## src/verilog/cps_pkg.sv

```systemverilog
`default_nettype none
package cps_pkg;

    // ------------
    // timing
    // ------------
    localparam int unsigned CPS_CLK_PERIOD_NS   = 10;
    localparam int unsigned CPS_RAMP_TIMEOUT_US = 100000;
    localparam int unsigned CPS_RAMP_CYCLES     =
        CPS_RAMP_TIMEOUT_US * 1000 / CPS_CLK_PERIOD_NS;
    localparam int          CPS_RAMP_CNT_W      = 27;

    // ------------
    // widths
    // ------------
    localparam int CPS_SPARE_W = 8;
    localparam int CPS_EQ_W    = 13;
    localparam int CPS_LED_W   = 3;
    localparam int CPS_PROBE_W = 2;
    localparam int CPS_NUM_PHY = 2;
    localparam int CPS_IRQ_W   = 8;
    localparam int CPS_MEZZ_W  = 7;
    localparam int CPS_PHY_IN_W = 9 * CPS_NUM_PHY;

    // ------------
    // register offsets
    // ------------
    localparam logic [7:0] CPS_OFS_CTRL       = 8'h00;
    localparam logic [7:0] CPS_OFS_STATUS     = 8'h04;
    localparam logic [7:0] CPS_OFS_SPARE_OUT  = 8'h08;
    localparam logic [7:0] CPS_OFS_FANOUT_EQ  = 8'h0C;
    localparam logic [7:0] CPS_OFS_LED        = 8'h10;
    localparam logic [7:0] CPS_OFS_PROBE      = 8'h14;
    localparam logic [7:0] CPS_OFS_PHY_IN     = 8'h18;
    localparam logic [7:0] CPS_OFS_IRQ_STATUS = 8'h1C;
    localparam logic [7:0] CPS_OFS_IRQ_ENABLE = 8'h20;
    localparam logic [7:0] CPS_OFS_IRQ_CLEAR  = 8'h24;

    // ------------
    // control fields
    // ------------
    localparam int CPS_CTRL_PWR_EN    = 0;
    localparam int CPS_CTRL_SPARE_EN  = 1;
    localparam int CPS_CTRL_ALERT_TRIP = 2;

    // ------------
    // synchronised mezzanine/board input vector positions
    // ------------
    localparam int CPS_IN_PRESENT_N   = 0;
    localparam int CPS_IN_SUPPLIES_OK = 1;
    localparam int CPS_IN_READY       = 2;
    localparam int CPS_IN_SPARE_CTRL  = 3;
    localparam int CPS_IN_MEZZ_ALERT_N = 4;
    localparam int CPS_IN_BOARD_ALERT_N = 5;
    localparam int CPS_IN_BOARD_PWR_OK = 6;

    // ------------
    // status register fields beyond the input vector
    // ------------
    localparam int CPS_ST_POWER_ALLOW = 8;
    localparam int CPS_ST_SPARE_DRIVEN = 9;
    localparam int CPS_ST_STATE_LSB   = 12;

    // ------------
    // interrupt event positions
    // ------------
    localparam int CPS_EV_PRESENT_CHG   = 0;
    localparam int CPS_EV_SUPPLIES_FELL = 1;
    localparam int CPS_EV_READY_ROSE    = 2;
    localparam int CPS_EV_MEZZ_ALERT    = 3;
    localparam int CPS_EV_BOARD_ALERT   = 4;
    localparam int CPS_EV_BOARD_PWR_FELL = 5;
    localparam int CPS_EV_RAMP_TIMEOUT  = 6;
    localparam int CPS_EV_PHY_INT       = 7;

    // ------------
    // reset values
    // ------------
    localparam logic [CPS_MEZZ_W-1:0]   CPS_RST_MEZZ_IN = 7'h79;
    localparam logic [CPS_PHY_IN_W-1:0] CPS_RST_PHY_IN  = 18'h3FFFF;
    localparam logic [2:0]              CPS_RST_CTRL    = 3'h0;
    localparam logic [CPS_SPARE_W-1:0]  CPS_RST_SPARE   = 8'h00;
    localparam logic [CPS_EQ_W-1:0]     CPS_RST_EQ      = 13'h1FFF;
    localparam logic [CPS_LED_W-1:0]    CPS_RST_LED     = 3'h0;
    localparam logic [CPS_PROBE_W-1:0]  CPS_RST_PROBE   = 2'h0;

    typedef enum logic [1:0] {
        CPS_PWR_OFF,
        CPS_PWR_RAMP,
        CPS_PWR_ON,
        CPS_PWR_FAULT
    } cps_pwr_state_type;

endpackage
`default_nettype wire

```

## src/verilog/cps_sync.sv

```systemverilog
`timescale 1ns/1ns
`default_nettype none
module cps_sync
#(
    parameter int         W       = 1,
    parameter logic [W-1:0] RST_VAL = '0
)
(
    input  wire logic         clk_i,
    input  wire logic         rst_b_i,
    input  wire logic [W-1:0] d_i,
    output logic      [W-1:0] q_o
);

    // ----------------------------------------------------------------
    // two flops per bit, first stage feeds only the second
    // ----------------------------------------------------------------
    genvar g;
    generate
        for (g = 0; g < W; g++)
        begin : g_bit
            logic meta_r;
            logic sync_r;
            always_ff @(posedge clk_i or negedge rst_b_i)
            begin
                if (!rst_b_i)
                begin
                    meta_r <= RST_VAL[g];
                    sync_r <= RST_VAL[g];
                end
                else
                begin
                    meta_r <= d_i[g];
                    sync_r <= meta_r;
                end
            end
            assign q_o[g] = sync_r;
        end
    endgenerate

endmodule // cps_sync
`default_nettype wire

```

## src/verilog/cps_irq.sv

```systemverilog
`timescale 1ns/1ns
`default_nettype none
module cps_irq
    import cps_pkg::*;
(
    input  wire logic                 clk_i,
    input  wire logic                 rst_b_i,
    input  wire logic [CPS_IRQ_W-1:0] event_i,
    input  wire logic                 enable_wr_i,
    input  wire logic                 clear_wr_i,
    input  wire logic [CPS_IRQ_W-1:0] wdata_i,
    output logic      [CPS_IRQ_W-1:0] status_o,
    output logic      [CPS_IRQ_W-1:0] enable_o,
    output logic                      irq_o
);

    logic [CPS_IRQ_W-1:0] status_r;
    logic [CPS_IRQ_W-1:0] enable_r;

    // ----------------------------------------------------------------
    // sticky status, a new event wins over a clear in the same cycle
    // ----------------------------------------------------------------
    always_ff @(posedge clk_i or negedge rst_b_i)
    begin
        if (!rst_b_i)
            status_r <= '0;
        else if (clear_wr_i)
            status_r <= (status_r & ~wdata_i) | event_i;
        else
            status_r <= status_r | event_i;
    end

    always_ff @(posedge clk_i or negedge rst_b_i)
    begin
        if (!rst_b_i)
            enable_r <= '0;
        else if (enable_wr_i)
            enable_r <= wdata_i;
    end

    assign status_o = status_r;
    assign enable_o = enable_r;
    assign irq_o    = |(status_r & enable_r);

endmodule // cps_irq
`default_nettype wire

```

## src/verilog/cps_top.sv

```systemverilog
// Function
// eight single-ended spare outputs, carrier drives
// spare lines high impedance until mezz_supplies_ok
// mezz_supplies_ok high only with all mezzanine supplies good
// mezz_ready high only when mezzanine is ready
// mezz_present_n is active low
// power permission is the pair mezz_power_allow, mezz_power_allow_n
// locked off: mezz_power_allow low, mezz_power_allow_n high
// mezz_supply_alert_n low flags mezzanine supply problem
// board_supply_alert_n low flags a converter needing attention
// board_power_ok low flags a board supply fault
// thirteen fanout_eq_enable outputs, high by default
// fanout_eq_enable bits software controllable
// three panel_led_out outputs, low by default
// two scope_probe_out outputs, low unless used
// PHY outputs held low
// PHY-driven lines only received
// mezz_spare_ctrl spare input, reads high undriven
// power off from reset, granted while present and enabled; code holds it off in FAULT after a ramp timeout or alert trip
// asynchronous inputs pass a two-stage synchroniser
`timescale 1ns/1ns
`default_nettype none
module cps_top
    import cps_pkg::*;
#(
    parameter int unsigned RAMP_CYCLES = CPS_RAMP_CYCLES
)
(
    input  wire logic                   clk_i,
    input  wire logic                   rst_b_i,
    // register port
    input  wire logic [7:0]             reg_addr_i,
    input  wire logic [31:0]            reg_wdata_i,
    input  wire logic                   reg_wr_i,
    input  wire logic                   reg_rd_i,
    output logic      [31:0]            reg_rdata_o,
    output logic                        irq_o,
    // mezzanine
    input  wire logic                   mezz_present_n_i,
    input  wire logic                   mezz_supplies_ok_i,
    input  wire logic                   mezz_ready_i,
    input  wire logic                   mezz_spare_ctrl_i,
    input  wire logic                   mezz_supply_alert_n_i,
    output logic                        mezz_power_allow_o,
    output logic                        mezz_power_allow_n_o,
    output logic      [CPS_SPARE_W-1:0] spare_link_o,
    output logic      [CPS_SPARE_W-1:0] spare_link_oe_o,
    // board
    input  wire logic                   board_supply_alert_n_i,
    input  wire logic                   board_power_ok_i,
    output logic      [CPS_EQ_W-1:0]    fanout_eq_enable_o,
    output logic      [CPS_LED_W-1:0]   panel_led_out_o,
    output logic      [CPS_PROBE_W-1:0] scope_probe_out_o,
    // ethernet phys
    output logic      [4*CPS_NUM_PHY-1:0] phy_txd_o,
    output logic      [CPS_NUM_PHY-1:0] phy_tx_en_o,
    output logic      [CPS_NUM_PHY-1:0] phy_gtx_clk_o,
    output logic      [CPS_NUM_PHY-1:0] phy_mdc_o,
    output logic      [CPS_NUM_PHY-1:0] phy_mdio_o,
    output logic      [CPS_NUM_PHY-1:0] phy_mdio_oe_o,
    input  wire logic [4*CPS_NUM_PHY-1:0] phy_rxd_i,
    input  wire logic [CPS_NUM_PHY-1:0] phy_rx_clk_i,
    input  wire logic [CPS_NUM_PHY-1:0] phy_rx_dv_i,
    input  wire logic [CPS_NUM_PHY-1:0] phy_clk125_i,
    input  wire logic [CPS_NUM_PHY-1:0] phy_mdio_i,
    input  wire logic [CPS_NUM_PHY-1:0] phy_int_n_i
);

    // ------------
    // declarations
    // ------------
    logic [CPS_MEZZ_W-1:0]   mezz_raw;
    logic [CPS_MEZZ_W-1:0]   mezz_s;
    logic [CPS_MEZZ_W-1:0]   mezz_d_r;
    logic [CPS_PHY_IN_W-1:0] phy_raw;
    logic [CPS_PHY_IN_W-1:0] phy_s;
    logic [CPS_NUM_PHY-1:0]  phy_int_d_r;

    logic present;
    logic supplies_ok;
    logic ready;
    logic mezz_alert;
    logic board_alert;
    logic board_pwr_ok;

    logic [2:0]             ctrl_r;
    logic [CPS_SPARE_W-1:0] spare_r;
    logic [CPS_EQ_W-1:0]    eq_r;
    logic [CPS_LED_W-1:0]   led_r;
    logic [CPS_PROBE_W-1:0] probe_r;
    logic [31:0]            rdata_r;
    logic [31:0]            rdata_nxt;

    cps_pwr_state_type state_r;
    cps_pwr_state_type state_nxt;
    logic [CPS_RAMP_CNT_W-1:0] ramp_cnt_r;
    logic ramp_timeout;
    logic allow_r;
    logic spare_oe_r;
    logic grant_ok;
    logic trip;

    logic [CPS_IRQ_W-1:0] events;
    logic [CPS_IRQ_W-1:0] irq_status;
    logic [CPS_IRQ_W-1:0] irq_enable;
    logic                 irq;
    logic [31:0]          status_word;

    // ------------
    // input synchronisers
    // ------------
    assign mezz_raw = {board_power_ok_i,
                       board_supply_alert_n_i,
                       mezz_supply_alert_n_i,
                       mezz_spare_ctrl_i,
                       mezz_ready_i,
                       mezz_supplies_ok_i,
                       mezz_present_n_i};

    assign phy_raw = {phy_int_n_i,
                      phy_mdio_i,
                      phy_clk125_i,
                      phy_rx_dv_i,
                      phy_rx_clk_i,
                      phy_rxd_i};

    cps_sync
    #(
        .W       (CPS_MEZZ_W),
        .RST_VAL (CPS_RST_MEZZ_IN)
    )
    u_sync_mezz
    (
        .clk_i   (clk_i),
        .rst_b_i (rst_b_i),
        .d_i     (mezz_raw),
        .q_o     (mezz_s)
    );

    cps_sync
    #(
        .W       (CPS_PHY_IN_W),
        .RST_VAL (CPS_RST_PHY_IN)
    )
    u_sync_phy
    (
        .clk_i   (clk_i),
        .rst_b_i (rst_b_i),
        .d_i     (phy_raw),
        .q_o     (phy_s)
    );

    assign present      = ~mezz_s[CPS_IN_PRESENT_N];
    assign supplies_ok  = mezz_s[CPS_IN_SUPPLIES_OK];
    assign ready        = mezz_s[CPS_IN_READY];
    assign mezz_alert   = ~mezz_s[CPS_IN_MEZZ_ALERT_N];
    assign board_alert  = ~mezz_s[CPS_IN_BOARD_ALERT_N];
    assign board_pwr_ok = mezz_s[CPS_IN_BOARD_PWR_OK];

    // ------------
    // edge history for event detection
    // ------------
    always_ff @(posedge clk_i or negedge rst_b_i)
    begin
        if (!rst_b_i)
        begin
            mezz_d_r    <= CPS_RST_MEZZ_IN;
            phy_int_d_r <= '1;
        end
        else
        begin
            mezz_d_r    <= mezz_s;
            phy_int_d_r <= phy_s[CPS_PHY_IN_W-1 -: CPS_NUM_PHY];
        end
    end

    // ------------
    // register writes
    // ------------
    always_ff @(posedge clk_i or negedge rst_b_i)
    begin
        if (!rst_b_i)
            ctrl_r <= CPS_RST_CTRL;
        else if (reg_wr_i && reg_addr_i == CPS_OFS_CTRL)
            ctrl_r <= reg_wdata_i[2:0];
    end

    always_ff @(posedge clk_i or negedge rst_b_i)
    begin
        if (!rst_b_i)
            spare_r <= CPS_RST_SPARE;
        else if (reg_wr_i && reg_addr_i == CPS_OFS_SPARE_OUT)
            spare_r <= reg_wdata_i[CPS_SPARE_W-1:0];
    end

    always_ff @(posedge clk_i or negedge rst_b_i)
    begin
        if (!rst_b_i)
            eq_r <= CPS_RST_EQ;
        else if (reg_wr_i && reg_addr_i == CPS_OFS_FANOUT_EQ)
            eq_r <= reg_wdata_i[CPS_EQ_W-1:0];
    end

    always_ff @(posedge clk_i or negedge rst_b_i)
    begin
        if (!rst_b_i)
            led_r <= CPS_RST_LED;
        else if (reg_wr_i && reg_addr_i == CPS_OFS_LED)
            led_r <= reg_wdata_i[CPS_LED_W-1:0];
    end

    always_ff @(posedge clk_i or negedge rst_b_i)
    begin
        if (!rst_b_i)
            probe_r <= CPS_RST_PROBE;
        else if (reg_wr_i && reg_addr_i == CPS_OFS_PROBE)
            probe_r <= reg_wdata_i[CPS_PROBE_W-1:0];
    end

    // ------------
    // power sequencer
    // ------------
    assign grant_ok     = ctrl_r[CPS_CTRL_PWR_EN] && present;
    assign trip         = ctrl_r[CPS_CTRL_ALERT_TRIP] && mezz_alert;
    assign ramp_timeout = (state_r == CPS_PWR_RAMP) && !supplies_ok
                          && (ramp_cnt_r == CPS_RAMP_CNT_W'(RAMP_CYCLES - 1));

    always_comb
    begin
        state_nxt = state_r;
        unique case (state_r)
            CPS_PWR_OFF:
            begin
                if (grant_ok)
                    state_nxt = CPS_PWR_RAMP;
            end
            CPS_PWR_RAMP:
            begin
                if (!grant_ok)
                    state_nxt = CPS_PWR_OFF;
                else if (trip || ramp_timeout)
                    state_nxt = CPS_PWR_FAULT;
                else if (supplies_ok)
                    state_nxt = CPS_PWR_ON;
            end
            CPS_PWR_ON:
            begin
                if (!grant_ok)
                    state_nxt = CPS_PWR_OFF;
                else if (trip)
                    state_nxt = CPS_PWR_FAULT;
                else if (!supplies_ok)
                    state_nxt = CPS_PWR_RAMP;
            end
            CPS_PWR_FAULT:
            begin
                // held off until software drops the enable
                if (!ctrl_r[CPS_CTRL_PWR_EN])
                    state_nxt = CPS_PWR_OFF;
            end
        endcase
    end

    always_ff @(posedge clk_i or negedge rst_b_i)
    begin
        if (!rst_b_i)
            state_r <= CPS_PWR_OFF;
        else
            state_r <= state_nxt;
    end

    always_ff @(posedge clk_i or negedge rst_b_i)
    begin
        if (!rst_b_i)
            ramp_cnt_r <= '0;
        else if (state_r != CPS_PWR_RAMP)
            ramp_cnt_r <= '0;
        else if (!ramp_timeout)
            ramp_cnt_r <= ramp_cnt_r + CPS_RAMP_CNT_W'(1);
    end

    // registered pin drive: allow pair and spare enables
    always_ff @(posedge clk_i or negedge rst_b_i)
    begin
        if (!rst_b_i)
        begin
            allow_r    <= 1'b0;
            spare_oe_r <= 1'b0;
        end
        else
        begin
            allow_r    <= (state_nxt == CPS_PWR_RAMP) || (state_nxt == CPS_PWR_ON);
            spare_oe_r <= (state_nxt == CPS_PWR_ON) && ctrl_r[CPS_CTRL_SPARE_EN];
        end
    end

    // ------------
    // interrupts
    // ------------
    assign events[CPS_EV_PRESENT_CHG]   = mezz_s[CPS_IN_PRESENT_N] ^ mezz_d_r[CPS_IN_PRESENT_N];
    assign events[CPS_EV_SUPPLIES_FELL] = !supplies_ok && mezz_d_r[CPS_IN_SUPPLIES_OK];
    assign events[CPS_EV_READY_ROSE]    = ready && !mezz_d_r[CPS_IN_READY];
    assign events[CPS_EV_MEZZ_ALERT]    = mezz_alert && mezz_d_r[CPS_IN_MEZZ_ALERT_N];
    assign events[CPS_EV_BOARD_ALERT]   = board_alert && mezz_d_r[CPS_IN_BOARD_ALERT_N];
    assign events[CPS_EV_BOARD_PWR_FELL] = !board_pwr_ok && mezz_d_r[CPS_IN_BOARD_PWR_OK];
    assign events[CPS_EV_RAMP_TIMEOUT]  = ramp_timeout;
    assign events[CPS_EV_PHY_INT]       =
        |(~phy_s[CPS_PHY_IN_W-1 -: CPS_NUM_PHY] & phy_int_d_r);

    cps_irq u_irq
    (
        .clk_i       (clk_i),
        .rst_b_i     (rst_b_i),
        .event_i     (events),
        .enable_wr_i (reg_wr_i && reg_addr_i == CPS_OFS_IRQ_ENABLE),
        .clear_wr_i  (reg_wr_i && reg_addr_i == CPS_OFS_IRQ_CLEAR),
        .wdata_i     (reg_wdata_i[CPS_IRQ_W-1:0]),
        .status_o    (irq_status),
        .enable_o    (irq_enable),
        .irq_o       (irq)
    );

    // ------------
    // register reads
    // ------------
    always_comb
    begin
        status_word                         = '0;
        status_word[CPS_MEZZ_W-1:0]         = mezz_s;
        status_word[CPS_IN_PRESENT_N]       = present;
        status_word[CPS_IN_SPARE_CTRL]      = mezz_s[CPS_IN_SPARE_CTRL];
        status_word[CPS_IN_MEZZ_ALERT_N]    = mezz_alert;
        status_word[CPS_IN_BOARD_ALERT_N]   = board_alert;
        status_word[CPS_ST_POWER_ALLOW]     = allow_r;
        status_word[CPS_ST_SPARE_DRIVEN]    = spare_oe_r;
        status_word[CPS_ST_STATE_LSB +: 2]  = state_r;
    end

    always_comb
    begin
        rdata_nxt = '0;
        if (reg_rd_i)
        begin
            unique case (reg_addr_i)
                CPS_OFS_CTRL:       rdata_nxt[2:0] = ctrl_r;
                CPS_OFS_STATUS:     rdata_nxt = status_word;
                CPS_OFS_SPARE_OUT:  rdata_nxt[CPS_SPARE_W-1:0] = spare_r;
                CPS_OFS_FANOUT_EQ:  rdata_nxt[CPS_EQ_W-1:0] = eq_r;
                CPS_OFS_LED:        rdata_nxt[CPS_LED_W-1:0] = led_r;
                CPS_OFS_PROBE:      rdata_nxt[CPS_PROBE_W-1:0] = probe_r;
                CPS_OFS_PHY_IN:     rdata_nxt[CPS_PHY_IN_W-1:0] = phy_s;
                CPS_OFS_IRQ_STATUS: rdata_nxt[CPS_IRQ_W-1:0] = irq_status;
                CPS_OFS_IRQ_ENABLE: rdata_nxt[CPS_IRQ_W-1:0] = irq_enable;
                default:            rdata_nxt = '0;
            endcase
        end
    end

    always_ff @(posedge clk_i or negedge rst_b_i)
    begin
        if (!rst_b_i)
            rdata_r <= '0;
        else
            rdata_r <= rdata_nxt;
    end

    // ------------
    // outputs
    // ------------
    assign reg_rdata_o          = rdata_r;
    assign irq_o                = irq;
    assign mezz_power_allow_o   = allow_r;
    assign mezz_power_allow_n_o = ~allow_r;
    assign spare_link_o         = spare_r;
    assign spare_link_oe_o      = {CPS_SPARE_W{spare_oe_r}};
    assign fanout_eq_enable_o   = eq_r;
    assign panel_led_out_o      = led_r;
    // probe 0 shows power permission, probe 1 the interrupt line
    assign scope_probe_out_o    = probe_r & {irq, allow_r};
    assign phy_txd_o            = '0;
    assign phy_tx_en_o          = '0;
    assign phy_gtx_clk_o        = '0;
    assign phy_mdc_o            = '0;
    assign phy_mdio_o           = '0;
    assign phy_mdio_oe_o        = '0;

endmodule // cps_top
`default_nettype wire

```

## config.mk

```make
export PLATFORM = sky130hd
export DESIGN_NAME = cps_top
export DESIGN_NICKNAME = d
export VERILOG_FILES = /design/src/verilog/cps_pkg.sv /design/src/verilog/cps_sync.sv /design/src/verilog/cps_irq.sv /design/src/verilog/cps_top.sv
export SDC_FILE = /design/constraint.sdc
export NUM_CORES = 1
export LEC_CHECK = 0
export BUFFER_PORTS_ARGS = -buffer_cell sky130_fd_sc_hd__buf_2
export CAP_MARGIN = 10
export CORE_ASPECT_RATIO = 1.75
export CORE_MARGIN = 4
export CORE_UTILIZATION = 42
export CTS_BUF_LIST = sky130_fd_sc_hd__clkbuf_2
export DETAILED_ROUTE_END_ITERATION = 8
export PLACE_DENSITY = 0.74
export SYNTH_ARGS = -nofsm -noshare
export SYNTH_HDL_FRONTEND = slang
export SYNTH_SLANG_ARGS = --single-unit
```

## constraint.sdc

```tcl
create_clock -name clk_i -period 2.2 [get_ports clk_i]
set_input_delay 0.11 -clock clk_i [delete_from_list [all_inputs] [get_ports clk_i]]
set_output_delay 0.11 -clock clk_i [all_outputs]
set_load 0.02 [all_outputs]
```

==> metrics.cfg, run 1 <==
[route]
dr.first_iter.drc_count = 246
final_antenna_net_count = 0
detailroute.via_count = 4867
route.detailed.wl_per_inst_um = 18.03
route.detailed.drc = 0
finalWirelength_um = 16840
first_pass_iters = 5
routed_via_density = 5.211

[yosys]
seq_area_frac_synth_pct = 59.02
flops_latches_synth = 152
netlist.area_leader.share_pct = 33.07
synthesis.area_sq_mm = 0.006583
number_of_cells_produced_by_synthesis = 531
yosys_warnings = 0
synth.lib_cells_used.distinct = 61
ys_dominant_reg_cell = sky130_fd_sc_hd__dfrtp_1
synth.area.top_cells = sky130_fd_sc_hd__dfrtp_1, sky130_fd_sc_hd__dfstp_2, sky130_fd_sc_hd__buf_4, sky130_fd_sc_hd__mux2_2, sky130_fd_sc_hd__mux2_4
avgSynthCellArea_sq_um = 12.40
synth-edff-count = 0
yosysTopAreaCell = sky130_fd_sc_hd__dfrtp_1
ys_async_sr_fraction_pct = 100.0

[cells_and_area]
area_grow_syn2layout_pct = 27.39
final-seq-area_sq_mm = 0.003885
nFillCells = 1269
mostFrequentLayoutCells = sky130_fd_sc_hd__buf_2, sky130_fd_sc_hd__dfrtp_1, sky130_fd_sc_hd__dlygate4sd3_1
final_layout_size_suffix_gt1_share_pct = 37.40
multi_input_comb_area_sq_mm = 0.002367
fin_nets = 804
final_common_cell = sky130_fd_sc_hd__buf_2

[global_routing]
grt_first_pass_wirelength_um = 26830
grt.total_usage_pct = 19.64
grt_pass1_vias = 5220
grt_overflow_total = 0
number_of_antenna_violations_at_the_first_check_in_global_routing = 2
grt_max_degree = 53

[die]
row_cnt = 60
floorplan.core_area_sq_mm = 0.01539
dieWidth_um = 102.6
floorplan.die.height_um = 173.6
io_pins = 156
floorplan.die_area_sq_mm = 0.01782
start_util_pct = 42.77

[worst_setup_path]
cp_data_arrival_time_ps = 2000
worst_r2r_path_depth = 7
worstPathRequired_ps = 2090
cpLargestDelayFamily = flip-flops
criticalPathCategory = flop to output pin
path_buf_inv = 1
worst-path-max-fanout = 2
regToRegSetupSlack_ps = 150
regToRegStartpoint = u_sync_mezz.g_bit[1].sync_r
crit_path_end_kind = output pin
critical_path_source_type = flop
slowest_cell_on_the_critical_path = sky130_fd_sc_hd__dfrtp_1
path_cells = a22oi_2, nand4_1, and2_1, buf_2
rr_endpoint = mezz_power_allow_o
slowest_delay_ps = 460

[clock_tree]
path_clk_slew_ps = 320
htree_num_levels = 4
cts.path.max_buffers = 2
cts-buffers-inserted = 17
clock_tree_from_tritoncts = yes
root_buffer = sky130_fd_sc_hd__clkbuf_2
cts.sink_count = 152
insertion_delay_ps = 760

[sta]
hold_viol_final = 0
timing.final.ws_setup_ps = 88.53
finish_stage_setup_viols = 0
tns_ps = 0
final.min_clock_period_ps = 2111
ratio_of_final_minimum_period_to_clock_period_pct = 95.98
timing.clock.skew_ps = 59.71
slew_viol_final = 0
clock.fmax_mhz = 473.6
rsz0062_at_grt = no

[place]
gp_congestion = 0.9329
dp_slack_ps = 191.5
place.detailed.hpwl_um = 11460
port-buffer-count = 104

[pwr]
power_density_mw_per_mm2 = 619.0
p_leak_nw = 3.947
vdd.ir_drop.worst_mv = 0.3069
power.total_mw = 5.191

[job]
max_cap_violations = 0

[outcome]
run_status = finished, final reports clean

[min_path]
hold_path.class = primary input to asynchronous set/reset pin

stage by stage:
step | utilization (%) | hold WS (ps) | instances | area (sq um)
after floorplan | - | -185.6 | 562 | 6699
after global placement | 46.84 | 127.9 | 812 | 7208
after detailed placement | 46.84 | 143.1 | 812 | 7208
after CTS | 54.46 | 19.85 | 932 | 8381
after global routing | 54.49 | 55.83 | 934 | 8386
final | 54.49 | 60.94 | 934 | 8386
logic make-up (layout without fill, tap and decap cells):
kind of cell,after synthesis,in the layout,synth area share (%)
simple gates,167,167,14.47
flops,152,152,59.02
buf+inv,69,253,6.862
compound gates,70,70,6.957
mux,47,47,9.181
xor+xnor,22,22,2.927
other cells,1,34,0.05697
fa+ha+maj,3,3,0.5322
flip-flops by register name, indices dropped and copies added (netlist names), 2 cells and up:
name / count
panel_led_out_o: 3
u_irq.status_o: 8
u_sync_mezz.g_bit.meta_r: 7
state_r: 2
u_sync_phy.g_bit.sync_r: 18
reg_rdata_o: 18
spare_link_o: 8
mezz_d_r: 6
u_irq.enable_o: 8
phy_int_d_r: 2
u_sync_phy.g_bit.meta_r: 18
probe_r: 2
ramp_cnt_r: 27
fanout_eq_enable_o: 13
u_sync_mezz.g_bit.sync_r: 7
ctrl_r: 3
worst max-delay path by stage:
| stage | from | end | slack, ps | depth (start not counted) |
|---|---|---|---|---|
| after floorplan | ramp_cnt_r[0] | mezz_power_allow_o | 220 | 9 |
| after global placement | u_sync_mezz.g_bit[1].sync_r | mezz_power_allow_o | 180 | 7 |
| after detailed placement | u_sync_mezz.g_bit[1].sync_r | mezz_power_allow_o | 190 | 7 |
| after CTS | u_irq.status_o[7] | scope_probe_out_o[1] | 20 | 4 |
| after global routing | u_irq.enable_o[7] | scope_probe_out_o[1] | 1 | 4 |
| final | u_irq.enable_o[7] | scope_probe_out_o[1] | 90 | 4 |
Yosys cell counts, types with 2 or more instances:
library cell,count
sky130_fd_sc_hd__a21boi_0,2
sky130_fd_sc_hd__a21oi_1,23
sky130_fd_sc_hd__a221oi_1,2
sky130_fd_sc_hd__a22o_1,4
sky130_fd_sc_hd__a22oi_1,13
sky130_fd_sc_hd__a31oi_1,2
sky130_fd_sc_hd__and2_1,10
sky130_fd_sc_hd__and3_1,13
sky130_fd_sc_hd__and4_1,5
sky130_fd_sc_hd__buf_2,10
sky130_fd_sc_hd__buf_4,42
sky130_fd_sc_hd__buf_6,3
sky130_fd_sc_hd__clkbuf_1,3
sky130_fd_sc_hd__dfrtp_1,87
sky130_fd_sc_hd__dfstp_2,65
sky130_fd_sc_hd__ha_1,2
sky130_fd_sc_hd__inv_1,10
sky130_fd_sc_hd__mux2_2,27
sky130_fd_sc_hd__mux2_4,10
sky130_fd_sc_hd__mux2i_1,6
sky130_fd_sc_hd__mux4_2,4
sky130_fd_sc_hd__nand2_1,36
sky130_fd_sc_hd__nand3_1,24
sky130_fd_sc_hd__nand3_2,2
sky130_fd_sc_hd__nand4_1,9
sky130_fd_sc_hd__nor2_1,38
sky130_fd_sc_hd__nor2b_1,3
sky130_fd_sc_hd__nor3_1,3
sky130_fd_sc_hd__nor4_1,2
sky130_fd_sc_hd__nor4_4,4
sky130_fd_sc_hd__nor4b_1,4
sky130_fd_sc_hd__o21ai_0,11
sky130_fd_sc_hd__or3_1,4
sky130_fd_sc_hd__xnor2_1,7
sky130_fd_sc_hd__xor2_1,15
where the power goes:
group	internal [mW]	switching [mW]	leakage [nW]
Combinational	0.239	0.296	1.94
Sequential	2.94	0.0574	1.84
Clock	0.417	1.24	0.162
Total	3.59	1.60	3.95
repair_timing:
item,CTS,global route
gates resized for setup,1,0
setup endpoints to repair,1,1
hold endpoints to repair,214,0
setup buffers,3,0
hold buffers,85,0
pin swaps,1,2
routing by layer:
| metal | global-route usage, % | vias up | wire, um |
|---|---|---|---|
| met5 | 0 | - | 0 |
| met4 | 8.758 | 0 | 549 |
| met3 | 4.873 | 42 | 965 |
| met2 | 35.03 | 157 | 9279 |
| met1 | 21.25 | 2463 | 6044 |
| li1 | - | 2205 | - |
final cells by class:
| cell class | instances | share of cell area [%] |
|---|---|---|
| Sequential cell | 152 | 46.33 |
| Multi-Input combinational cell | 341 | 28.23 |
| Timing Repair Buffer | 210 | 18.73 |
| Tap cell | 186 | 2.775 |
| Clock inverter | 15 | 2.372 |
| Clock buffer | 17 | 1.015 |
| Inverter | 11 | 0.4924 |
| Antenna cell | 2 | 0.05968 |
Power figures use the tool's default switching activity.
==> run 2, diff against run 1 <==
--- a/config.mk
+++ b/config.mk
@@ -12,7 +12,7 @@
 export CORE_UTILIZATION = 42
 export CTS_BUF_LIST = sky130_fd_sc_hd__clkbuf_2
 export DETAILED_ROUTE_END_ITERATION = 8
-export PLACE_DENSITY = 0.74
+export PLACE_DENSITY = 0.75
 export SYNTH_ARGS = -nofsm -noshare
 export SYNTH_HDL_FRONTEND = slang
 export SYNTH_SLANG_ARGS = --single-unit
==> run 2 against run 1 <==
  * Utilization barely moved
  * Global-route usage down 0.27 points
  * Total power down 2.1%
  * First-iteration DRC count up 18%
  * Via count stayed put
  * Highest routed layer unchanged
  * Sequential power barely moved
==> metrics.cfg, run 2 (synthesis gave the netlist of run 1 again) <==
[sta]
clock.fmax_mhz = 480.2  ; was 473.6 MHz
tns_ps = 0  ; unchanged
max_slew_margin_pct = 66.53
slew_viol_final = 0  ; unchanged
ratio_of_final_minimum_period_to_clock_period_pct = 94.65  ; was 95.98%
final.min_clock_period_ps = 2082  ; was 2111 ps
timing.clock.skew_ps = 41.65  ; was 59.71 ps
least_margin_pin_slew_ps = 498.4
hold_viol_final = 0  ; unchanged
finish_stage_setup_viols = 0  ; unchanged

[cells_and_area]
mostFrequentLayoutCells = sky130_fd_sc_hd__buf_2, sky130_fd_sc_hd__dfrtp_1, sky130_fd_sc_hd__dlygate4sd3_1  ; unchanged
area_grow_syn2layout_pct = 27.41  ; was 27.39%
largest_register_ffs = 27  ; unchanged
fin_nets = 805  ; was 804
fin_area_sq_mm = 0.008387  ; was 0.008386 sq mm
final_common_cell = sky130_fd_sc_hd__buf_2  ; unchanged
register_bank_with_the_most_flops = ramp_cnt_r  ; unchanged
final_layout_size_suffix_gt1_share_pct = 37.48  ; was 37.40%

[route]
finalWirelength_um = 16670  ; was 16840 um
detailroute.via_count = 4867  ; unchanged
final_antenna_net_count = 0  ; unchanged
route.detailed.wl_per_inst_um = 17.84  ; was 18.03 um
routed_via_density = 5.211  ; unchanged
route.detailed.drc = 0  ; unchanged
first_pass_iters = 4  ; was 5
dr.first_iter.drc_count = 290  ; was 246

[clock_tree]
root_buffer = sky130_fd_sc_hd__clkbuf_2  ; unchanged
htree_num_levels = 4  ; unchanged
path_clk_slew_ps = 250  ; was 320 ps
insertion_delay_ps = 710  ; was 760 ps
cts-buffers-inserted = 17  ; unchanged
cts.path.max_buffers = 2  ; unchanged
clock_tree_from_tritoncts = yes  ; unchanged
cts.sink_count = 152  ; unchanged

[worst_setup_path]
slowest_cell_on_the_critical_path = sky130_fd_sc_hd__dfrtp_1  ; unchanged
regToRegStartpoint = ramp_cnt_r[1]  ; was u_sync_mezz.g_bit[1].sync_r
worstPathRequired_ps = 2090  ; about the same
critical_path_source_type = flop  ; unchanged
crit_path_end_kind = output pin  ; unchanged
timing.critical_path.from = u_irq.status_o[7]  ; was u_irq.enable_o[7]
slowest_delay_ps = 480  ; was 460 ps
worst_r2r_path_depth = 8  ; was 7
cp_data_arrival_time_ps = 1970  ; was 2000 ps
crit_cells = 4  ; unchanged
regToRegSetupSlack_ps = 210  ; was 150 ps
cpLargestDelayFamily = flip-flops  ; unchanged
path_buf_inv = 1  ; unchanged
endpoint = scope_probe_out_o[1]  ; unchanged
criticalPathCategory = flop to output pin  ; unchanged
worst-path-max-fanout = 3  ; was 2
path_cells = a22oi_2, nand4_1, and2_1, buf_2  ; unchanged
rr_endpoint = mezz_power_allow_o  ; unchanged

[pwr]
power_density_mw_per_mm2 = 605.9  ; was 619.0 mW/mm^2
vdd.ir_drop.worst_mv = 0.2612  ; was 0.3069 mV
p_leak_nw = 3.935  ; was 3.947 nW

[job]
max_cap_violations = 0  ; unchanged

[place]
gp_congestion = 0.9179  ; was 0.9329
place.detailed.hpwl_um = 11420  ; was 11460 um
placedInstanceArea_sq_mm = 0.007206  ; was 0.007208 sq mm
port-buffer-count = 104  ; unchanged

[global_routing]
number_of_antenna_violations_at_the_first_check_in_global_routing = 1  ; was 2
grt_overflow_total = 0  ; unchanged
grt_max_degree = 57  ; was 53
grt_first_pass_wirelength_um = 26640  ; was 26830 um
grt.total_usage_pct = 19.37  ; was 19.64%
grt_pass1_vias = 5144  ; was 5220

[die]
io_pins = 156  ; unchanged
row_cnt = 60  ; unchanged
floorplan.core_area_sq_mm = 0.01539  ; unchanged
floorplan.die.height_um = 173.6  ; unchanged
start_util_pct = 42.77  ; unchanged
floorplan.die_area_sq_mm = 0.01782  ; unchanged
dieWidth_um = 102.6  ; unchanged

[min_path]
hold_path.class = primary input to flop  ; was primary input to asynchronous set/reset pin
hold_path.startpoint = reg_wdata_i[5]

[outcome]
run_status = finished, final reports clean  ; unchanged

## run 2: cell count changes in the layout (fill, tap and decap cells not counted), sizes merged
cell	change
diode	-1
clkinvlp	+2
buf	-1
dlygate4sd3	+2
clkinv	-2
## run 2: worst min-delay path by stage
stage	to	depth (start not counted)
detailed placement	ramp_cnt_r[22]	1
global placement	ramp_cnt_r[22]	1
CTS	u_irq.enable_o[7]	3
floorplan	ctrl_r[0]	0
finish	u_irq.enable_o[5]	3
global route	fanout_eq_enable_o[7]	3
## run 2: tightest hold or removal path: cells and delay by family
kind                   cells  cell delay, ps
muxes                      1             140
buffers and inverters      2             660
## run 2: layout make-up
class | instances | area [sq um]
Antenna cell | 1 | 2.502
Clock buffer | 17 | 85.08
Clock inverter | 15 | 173.9
Fill cell | 1289 | 7003
Inverter | 11 | 41.29
Multi-Input combinational cell | 341 | 2371
Sequential cell | 152 | 3885
Tap cell | 186 | 232.7
Timing Repair Buffer | 211 | 1595
## run 2: power by group
part	switching (mW)	internal [mW]	total, mW
clock network	1.17	0.386	1.56
registers	0.0579	2.94	3.00
logic	0.291	0.241	0.532
total	1.52	3.56	5.08
## run 2: metal layers
metal / vias to the layer above / wire length, um / global-route usage (%)
met1: 2446 / 5825 / 21.37
met2: 173 / 9120 / 33.68
met4: 0 / 694 / 9.469
li1: 2203 / - / -
met3: 45 / 1025 / 4.873
met5: - / 0 / 0
## run 2: what timing repair did
action | 4_1_cts | 5_1_grt
hold endpoints to repair | 240 | 0
hold buffers | 87 | 0
buffers inserted | 0 | 4
endpoints found under the setup margin | 1 | 3
resized for setup | 1 | 2
pin swaps | 0 | 1
## run 2: metrics by stage
stage	power (mW)	hold slack (ps)	setup slack, ps	utilization (%)	cells
after floorplan	3.270	-185.6	223.7	-	562
after global placement	3.424	77.70	212.2	46.82	810
after detailed placement	3.439	80.22	256.9	46.82	810
after CTS	5.146	136.5	38.51	54.26	929
after global routing	5.316	156.7	-38.05	54.50	934
final	5.082	229.5	117.7	54.50	934
